File: config.mk
export PLATFORM = sky130hd
export DESIGN_NAME = sfl_top
export DESIGN_NICKNAME = d
export VERILOG_FILES = /design/src/rtl/sfl_pkg.sv /design/src/rtl/sfl_top.sv
export VERILOG_INCLUDE_DIRS = /design/src /design/src/rtl
export SDC_FILE = /design/constraint.sdc
export NUM_CORES = 1
export LEC_CHECK = 0
export BUFFER_PORTS_ARGS = -buffer_cell sky130_fd_sc_hd__buf_2
export CORE_UTILIZATION = 57
export CTS_CLUSTER_DIAMETER = 120
export DETAILED_ROUTE_END_ITERATION = 8
export GPL_ROUTABILITY_DRIVEN = 0
export GPL_TIMING_DRIVEN = 1
export PLACE_DENSITY = 0.76
export SLEW_MARGIN = 10
export SYNTH_ARGS = -nofsm -noshare
export SYNTH_HDL_FRONTEND = slang
export SYNTH_SLANG_ARGS = --single-unit
File: constraint.sdc
create_clock -name core_clk_in -period 2.85 [get_ports core_clk_in]
set_input_delay 0.57 -clock core_clk_in [delete_from_list [all_inputs] [get_ports core_clk_in]]
set_output_delay 0.57 -clock core_clk_in [all_outputs]
set_load 0.1 [all_outputs]
File: src/rtl/sfl_cfg.svh
// constants for the fast-lock and denominator configuration block
// Function
// - mode bit 0: denominator uses only its low 12 bits, upper ten ignored
// - mode bit 1: denominator is upper ten bits joined to low 12 bits
// - fast-lock word: 24 bits, code 1101 low, then count, current, slip fields
// - count 0, 2 and 3 disable fast-lock; pin becomes general-purpose output
// - disabled pin: count 0 high impedance, 2 drives low, 3 drives high
// - count 1 is manual: fast-lock held without limit, pin driven low
// - count 4 to 16383 enables timed fast-lock; pin shows fast-lock
// - timed fast-lock lasts exactly twice the count in comparison cycles
// - during fast-lock pump multiplier is current field plus one
// - slip field: 0 off, 1 half, 2 quarter, 3 sixteenth sample rate
`ifndef SFL_CFG_SVH
`define SFL_CFG_SVH

// ==========================================================================
// serial word layout
`define SFL_WORD_W       24
`define SFL_CODE_MSB     3
`define SFL_CODE_LSB     0
`define SFL_CODE_FLC     4'hD
`define SFL_CODE_DEN     4'hB
`define SFL_TOC_MSB      17
`define SFL_TOC_LSB      4
`define SFL_CPF_MSB      21
`define SFL_CPF_LSB      18
`define SFL_SLIP_MSB     23
`define SFL_SLIP_LSB     22
`define SFL_DENHI_MSB    23
`define SFL_DENHI_LSB    14

// ==========================================================================
// count field codes and reset values
`define SFL_TOC_HIZ      14'h0000
`define SFL_TOC_MANUAL   14'h0001
`define SFL_TOC_LOW      14'h0002
`define SFL_TOC_HIGH     14'h0003
`define SFL_TOC_MIN      14'h0004
`define SFL_CNT_LAST     15'h0001
`define SFL_MULT_ONE     5'h01
`define SFL_DENHI_ZERO   10'h000

`endif

File: src/rtl/sfl_pkg.sv
// types shared by the fast-lock configuration block
package sfl_pkg;

   // gray along off -> timed, manual beside it
   typedef enum logic [1:0] {
      SFL_OFF    = 2'h0,
      SFL_TIMED  = 2'h1,
      SFL_MANUAL = 2'h3
   } sfl_state_e;

   typedef struct packed {
      logic [2:0]  sck;
      logic [1:0]  sdi;
      logic [2:0]  le;
      logic [2:0]  pd;
      logic [23:0] shift;
      logic [23:0] ctrl;
      logic [9:0]  den_hi;
      sfl_state_e  state;
      logic [14:0] cnt;
      logic        pin;
      logic        pin_oe;
      logic        active;
      logic [4:0]  mult;
      logic [21:0] den;
      logic [2:0]  slip_shift;
   } sfl_state_s;

endpackage : sfl_pkg

File: src/rtl/sfl_top.sv
// fast-lock control word, time-out counter and fractional denominator select
`timescale 1ns/100ps
`include "sfl_cfg.svh"

module sfl_top
   import sfl_pkg::*;
(
   input  wire logic        core_clk_in,
   input  wire logic        rst_n_in,
   input  wire logic        ser_clk_in,
   input  wire logic        ser_data_in,
   input  wire logic        ser_latch_in,
   input  wire logic        pd_clk_in,
   input  wire logic        ext_res_mode_in,
   input  wire logic [11:0] frac_den_low_in,
   input  wire logic [4:0]  steady_pump_mult_in,
   output logic      [21:0] frac_denominator_out,
   output logic             boost_indicator_pin_out,
   output logic             boost_indicator_pin_oe_out,
   output logic             boost_active_out,
   output logic      [4:0]  pump_mult_out,
   output logic      [1:0]  slip_reduction_sel_out,
   output logic      [2:0]  slip_shift_out
);

   // =======================================================================
   // helpers
   function automatic logic [2:0] slip_shift_of(input logic [1:0] sel);
      case (sel)
         2'h0:    slip_shift_of = 3'h0;
         2'h1:    slip_shift_of = 3'h1;
         2'h2:    slip_shift_of = 3'h2;
         default: slip_shift_of = 3'h4;
      endcase
   endfunction : slip_shift_of

   function automatic logic [13:0] toc_of(input logic [23:0] w);
      toc_of = w[`SFL_TOC_MSB:`SFL_TOC_LSB];
   endfunction : toc_of

   function automatic logic [3:0] cpf_of(input logic [23:0] w);
      cpf_of = w[`SFL_CPF_MSB:`SFL_CPF_LSB];
   endfunction : cpf_of

   // =======================================================================
   // state
   sfl_state_s q, d;
   logic       sck_rise;
   logic       le_rise;
   logic       pd_rise;
   logic       flc_load;
   logic [13:0] toc_d;

   assign sck_rise = q.sck[1] & ~q.sck[2];
   assign le_rise  = q.le[1] & ~q.le[2];
   assign pd_rise  = q.pd[1] & ~q.pd[2];
   assign flc_load = le_rise &
                     (q.shift[`SFL_CODE_MSB:`SFL_CODE_LSB] == `SFL_CODE_FLC);

   always_comb begin
      d = q;
      // pins from outside: bit 0 is only read by bit 1
      d.sck = {q.sck[1:0], ser_clk_in};
      d.sdi = {q.sdi[0], ser_data_in};
      d.le  = {q.le[1:0], ser_latch_in};
      d.pd  = {q.pd[1:0], pd_clk_in};

      // msb first; data sampled alongside the clock so both share one latency
      if (sck_rise) begin
         d.shift = {q.shift[22:0], q.sdi[1]};
      end

      if (flc_load) begin
         d.ctrl = q.shift;
      end
      if (le_rise && (q.shift[`SFL_CODE_MSB:`SFL_CODE_LSB] == `SFL_CODE_DEN)) begin
         d.den_hi = q.shift[`SFL_DENHI_MSB:`SFL_DENHI_LSB];
      end

      case (q.state)
         SFL_TIMED: begin
            if (pd_rise) begin
               if (q.cnt == `SFL_CNT_LAST) begin
                  d.state = SFL_OFF;
               end else begin
                  d.cnt = q.cnt - `SFL_CNT_LAST;
               end
            end
         end
         SFL_MANUAL: d.state = SFL_MANUAL;
         SFL_OFF:    d.state = SFL_OFF;
         default:    d.state = SFL_OFF;
      endcase

      // a new word restarts the mode, even mid period
      if (flc_load) begin
         if (toc_of(q.shift) == `SFL_TOC_MANUAL) begin
            d.state = SFL_MANUAL;
         end else if (toc_of(q.shift) >= `SFL_TOC_MIN) begin
            d.state = SFL_TIMED;
            d.cnt   = {toc_of(q.shift), 1'b0};
         end else begin
            d.state = SFL_OFF;
         end
      end

      toc_d = toc_of(d.ctrl);
      case (d.state)
         SFL_TIMED: begin
            d.pin    = 1'b1;
            d.pin_oe = 1'b1;
         end
         SFL_MANUAL: begin
            d.pin    = 1'b0;
            d.pin_oe = 1'b1;
         end
         default: begin
            // expired timed mode keeps driving an inactive indication
            d.pin    = (toc_d == `SFL_TOC_HIGH);
            d.pin_oe = (toc_d != `SFL_TOC_HIZ);
         end
      endcase

      d.active = (d.state != SFL_OFF);
      if (d.active) begin
         d.mult = {1'b0, cpf_of(d.ctrl)} + `SFL_MULT_ONE;
      end else begin
         d.mult = steady_pump_mult_in;
      end

      if (ext_res_mode_in) begin
         d.den = {d.den_hi, frac_den_low_in};
      end else begin
         d.den = {`SFL_DENHI_ZERO, frac_den_low_in};
      end
      d.slip_shift = slip_shift_of(d.ctrl[`SFL_SLIP_MSB:`SFL_SLIP_LSB]);
   end

   always_ff @(posedge core_clk_in) begin
      if (!rst_n_in) begin
         q        <= '0;
         q.state  <= SFL_OFF;
         q.mult   <= `SFL_MULT_ONE;
      end else begin
         q <= d;
      end
   end

   assign frac_denominator_out       = q.den;
   assign boost_indicator_pin_out    = q.pin;
   assign boost_indicator_pin_oe_out = q.pin_oe;
   assign boost_active_out           = q.active;
   assign pump_mult_out              = q.mult;
   assign slip_reduction_sel_out     = q.ctrl[`SFL_SLIP_MSB:`SFL_SLIP_LSB];
   assign slip_shift_out             = q.slip_shift;
endmodule : sfl_top

* Word level (Yosys, flattened, before mapping)
Index checks and enable logic that the tools add are counted.
Word-level totals: logic and storage cells 58, flip-flop bits (word level) 119, bits of input ports 24
Operators by class: bitwise gates (word level) 7, multiplexer cells 15, reductions and logical operators 5, equality and inequality tests 11, add/sub/neg operators 2, $lt $le $gt $ge 1
Operators with widths (number):
- $mux 15 | 4
- $mux 17 | 2
- $mux 24 | 1
- $eq 15x1->1 const B | 1
- $sub 15x1->15 const B | 1
- $eq 14x1->1 const B | 1
- $eq 14x2->1 const B | 1
- $ge 14x3->1 const B | 1
- $reduce_bool 14->1 | 1
- $mux 10 | 1
- $pmux 3 s3 | 1
- $eq 4x4->1 const B | 2
- $pmux 2 s2 | 2
- $eq 2x1->1 const B | 3
- $eq 2x2->1 const B | 3
- $add 4x1->5 const B | 1
- $mux 5 | 1
- $and 1x1->1 | 4
- $mux 2 | 2
- $not 1->1 | 3
- $logic_not 2->1 | 1
- $reduce_and 2->1 | 1
- $reduce_bool 2->1 | 1
- $logic_and 1x1->1 | 1
- $mux 1 | 1

* Longest topological paths before layout
depth after elaboration 9, gate-level depth with buffers 9

* Least setup slack after synthesis
Ideal clock, no wire load.
path type flip-flop to flip-flop, start point register q[113] in the netlist's numbering, end point register q (netlist bit pump_mult_out[2]), cell stages (with the launch flop) 10, library setup time 0.116 ns, buffers on the path 2, arrival 1.850 ns, setup slack 0.885 ns, cells stage by stage dfxtp_1 -> nand4b_1 -> or3b_4 -> buf_6 -> buf_6 -> nand2_1 -> nand2_1 -> ha_1 -> xor2_1 -> a31o_1
RTL lines:
- start, declared | RTL line sfl_top.sv:47 | sfl_state_s q, d;

==> flow_summary.json <==
{
  "cp_max_fo": 30,
  "layout.nets": 557,
  "reg2reg_to": "pump_mult_out[2]",
  "p_per_area_nw_per_um2": 733,
  "yosysWarningCount": 0,
  "numCtsBuffers": 17,
  "area_growth_pct": 15.5,
  "ys_ff_latch": 115,
  "hold_violations": 0,
  "h-tree-depth": 4,
  "hpwl_um": 5790,
  "synth_edf_count": 0,
  "worstPathArrival_ns": 2.74,
  "numPortBuffers": 58,
  "crit_chain": "nand4b_1 > or3b_4 > mux2_2 > ha_1 > xor2_1 > a31o_1",
  "grt.overflow.total": 0,
  "cap_violations": 0,
  "track_usage": 0.233,
  "drtIter0Drc": 170,
  "skew_ns": 0.0131,
  "status": "finished clean",
  "multi_input_area_um2": 1920,
  "drc": 0,
  "cts.sinks": 115,
  "placed_area_um2": 4710,
  "ff2ff_path_depth": 6,
  "mostFrequentLayoutCell": "dfxtp_1",
  "end_kind": "register",
  "crit_path_max_incr_delay_ns": 0.64,
  "hp-class": "input pin to register",
  "cts.repair.resized": 0,
  "rsz0062_at_grt": "no",
  "critPathBufInv": 0,
  "final_cell_mix": "dfxtp_1, nand2_1, buf_2",
  "postCtsSetupBuffers": 0,
  "ctsHoldBuffers": 0,
  "clock_path_buffers": 2,
  "start_util": 0.590,
  "reg2reg_slack_ns": 0.53,
  "antenna_left": 0,
  "wl_per_cell_um": 14.5,
  "fmax_ghz": 0.431,
  "clk_root_buffer_cell": "clkbuf_8",
  "start_kind": "register",
  "tightestPinTransition_ns": 0.962,
  "final_area_um2": 5290,
  "core_um2": 7770,
  "avgViaCountPerCell": 5.38,
  "grt_max_degree": 39,
  "synthArstFlopShare": 0,
  "core.rowCount": 32,
  "firstDrtPassIters": 4,
  "cp_data_required_time_ns": 3.27,
  "die_h_um": 91.7,
  "synth_area_um2": 4580,
  "antenna_found_initial": 0,
  "clk_pin_slew_ns": 0.06,
  "fin_crit_sh": 0.814,
  "syn-instance-count": 504,
  "finalSetupViolCount": 0,
  "postSynthAreaPerCell_um2": 9.09,
  "io_pins": 59,
  "cpMaxStageDelayCell": "or3b_4",
  "slew_viol_final": 0,
  "clock_latency_ns": 0.53,
  "cp.depth": 6,
  "vias": 3466,
  "grt_pass1_wl_um": 15000,
  "relSlewSlack": 0.358,
  "final_util": 0.681,
  "crit_type": "register to register",
  "fp.dieW_um": 91.7,
  "diodes": 0,
  "wirelength_um": 9320,
  "fillers": 602,
  "cts_tree": "yes",
  "r2r-start": "q[87]",
  "drive_above_1_share": 0.207,
  "synthFlopType": "dfxtp_1",
  "yosys.cell_types.count": 53,
  "p_total_mw": 3.88,
  "grt_pass1_vias": 3266,
  "fp.dieArea_um2": 8400,
  "finalSetupTns_ns": 0,
  "syn_nets": 532,
  "crit_end": "pump_mult_out[2]",
  "leakagePower_nw": 2.15,
  "min_period_ns": 2.32,
  "register_area_um2": 2300,
  "critPathTopFamily": "simple AND/OR/NAND/NOR gates",
  "vdd_drop_max_v": 0.000575,
  "setup.worst_path.start": "q[87]",
  "ys_seq_area_frac": 0.502
}
metal layers:
layer / global-route usage / vias up / share of wire
li1: - / 1715 / -
met5: 0 / - / 0
met1: 0.268 / 1646 / 0.43
met3: 0.0862 / 9 / 0.054
met4: 0.0913 / 0 / 0.0099
met2: 0.392 / 96 / 0.51
synthesized netlist by cell type (5+ instances only):
cell / count / area [µm²]
and2_1: 36 / 225
xor2_1: 11 / 96.3
buf_4: 32 / 240
nor4_1: 9 / 56.3
nand2_1: 92 / 345
nand4_1: 5 / 31.3
o21ai_0: 6 / 30.0
a211oi_1: 5 / 37.5
dfxtp_1: 115 / 2300
a21oi_1: 45 / 225
nor3_1: 9 / 45.0
mux2i_1: 16 / 160
nand3_1: 11 / 55.1
nor2_1: 27 / 101
clkbuf_1: 18 / 67.6
logic make-up after synthesis:
group           synth area share
compound gates            0.0909
xor+xnor                  0.0287
fa+ha+maj                 0.0109
buf+inv                   0.0814
flops                      0.502
mux                       0.0407
simple gates               0.245
worst min path at each step:
stage | start | to | slack [ns] | cells past startpoint
floorplan | d[109] | d[110] | 0.41 | 1
global placement | d[117] | d[118] | 0.41 | 1
detailed placement | d[115] | q[115] | 0.43 | 1
CTS | frac_den_low_in[6] | frac_denominator_out[6] | 0.23 | 2
global route | frac_den_low_in[2] | frac_denominator_out[2] | 0.23 | 2
finish | frac_den_low_in[6] | frac_denominator_out[6] | 0.25 | 2
sequential cells by signal (all words and copies together) (netlist names):
| name | cells |
|---|---|
| boost_indicator_pin_out | 1 |
| frac_denominator_out | 22 |
| boost_indicator_pin_oe_out | 1 |
| pump_mult_out | 5 |
| boost_active_out | 1 |
| slip_reduction_sel_out | 2 |
| slip_shift_out | 3 |
| q | 73 |
| d | 7 |
metrics by stage:
stage / hold WS [ns] / setup slack [ns] / instances
final: 0.248 / 0.530 / 644
after global routing: 0.228 / 0.469 / 644
after CTS: 0.233 / 0.537 / 644
after detailed placement: 0.428 / 0.619 / 612
after global placement: 0.414 / 0.695 / 612
after floorplan: 0.412 / 0.885 / 504
report_power, final:
part           switching, mW  internal, mW
clock                  0.802          1.27
sequential           0.00494          1.63
combinational          0.142        0.0368
total                  0.948          2.93
area by class of cell:
class	count	share of cell area
timing repair buffer	64	0.0658
clock inverter	15	0.0315
multi-input combinational	327	0.362
sequential	115	0.435
inverter	4	0.00284
clock buffer	17	0.0783
tap	102	0.0241
No activity file was read; power rests on OpenSTA's default activity.
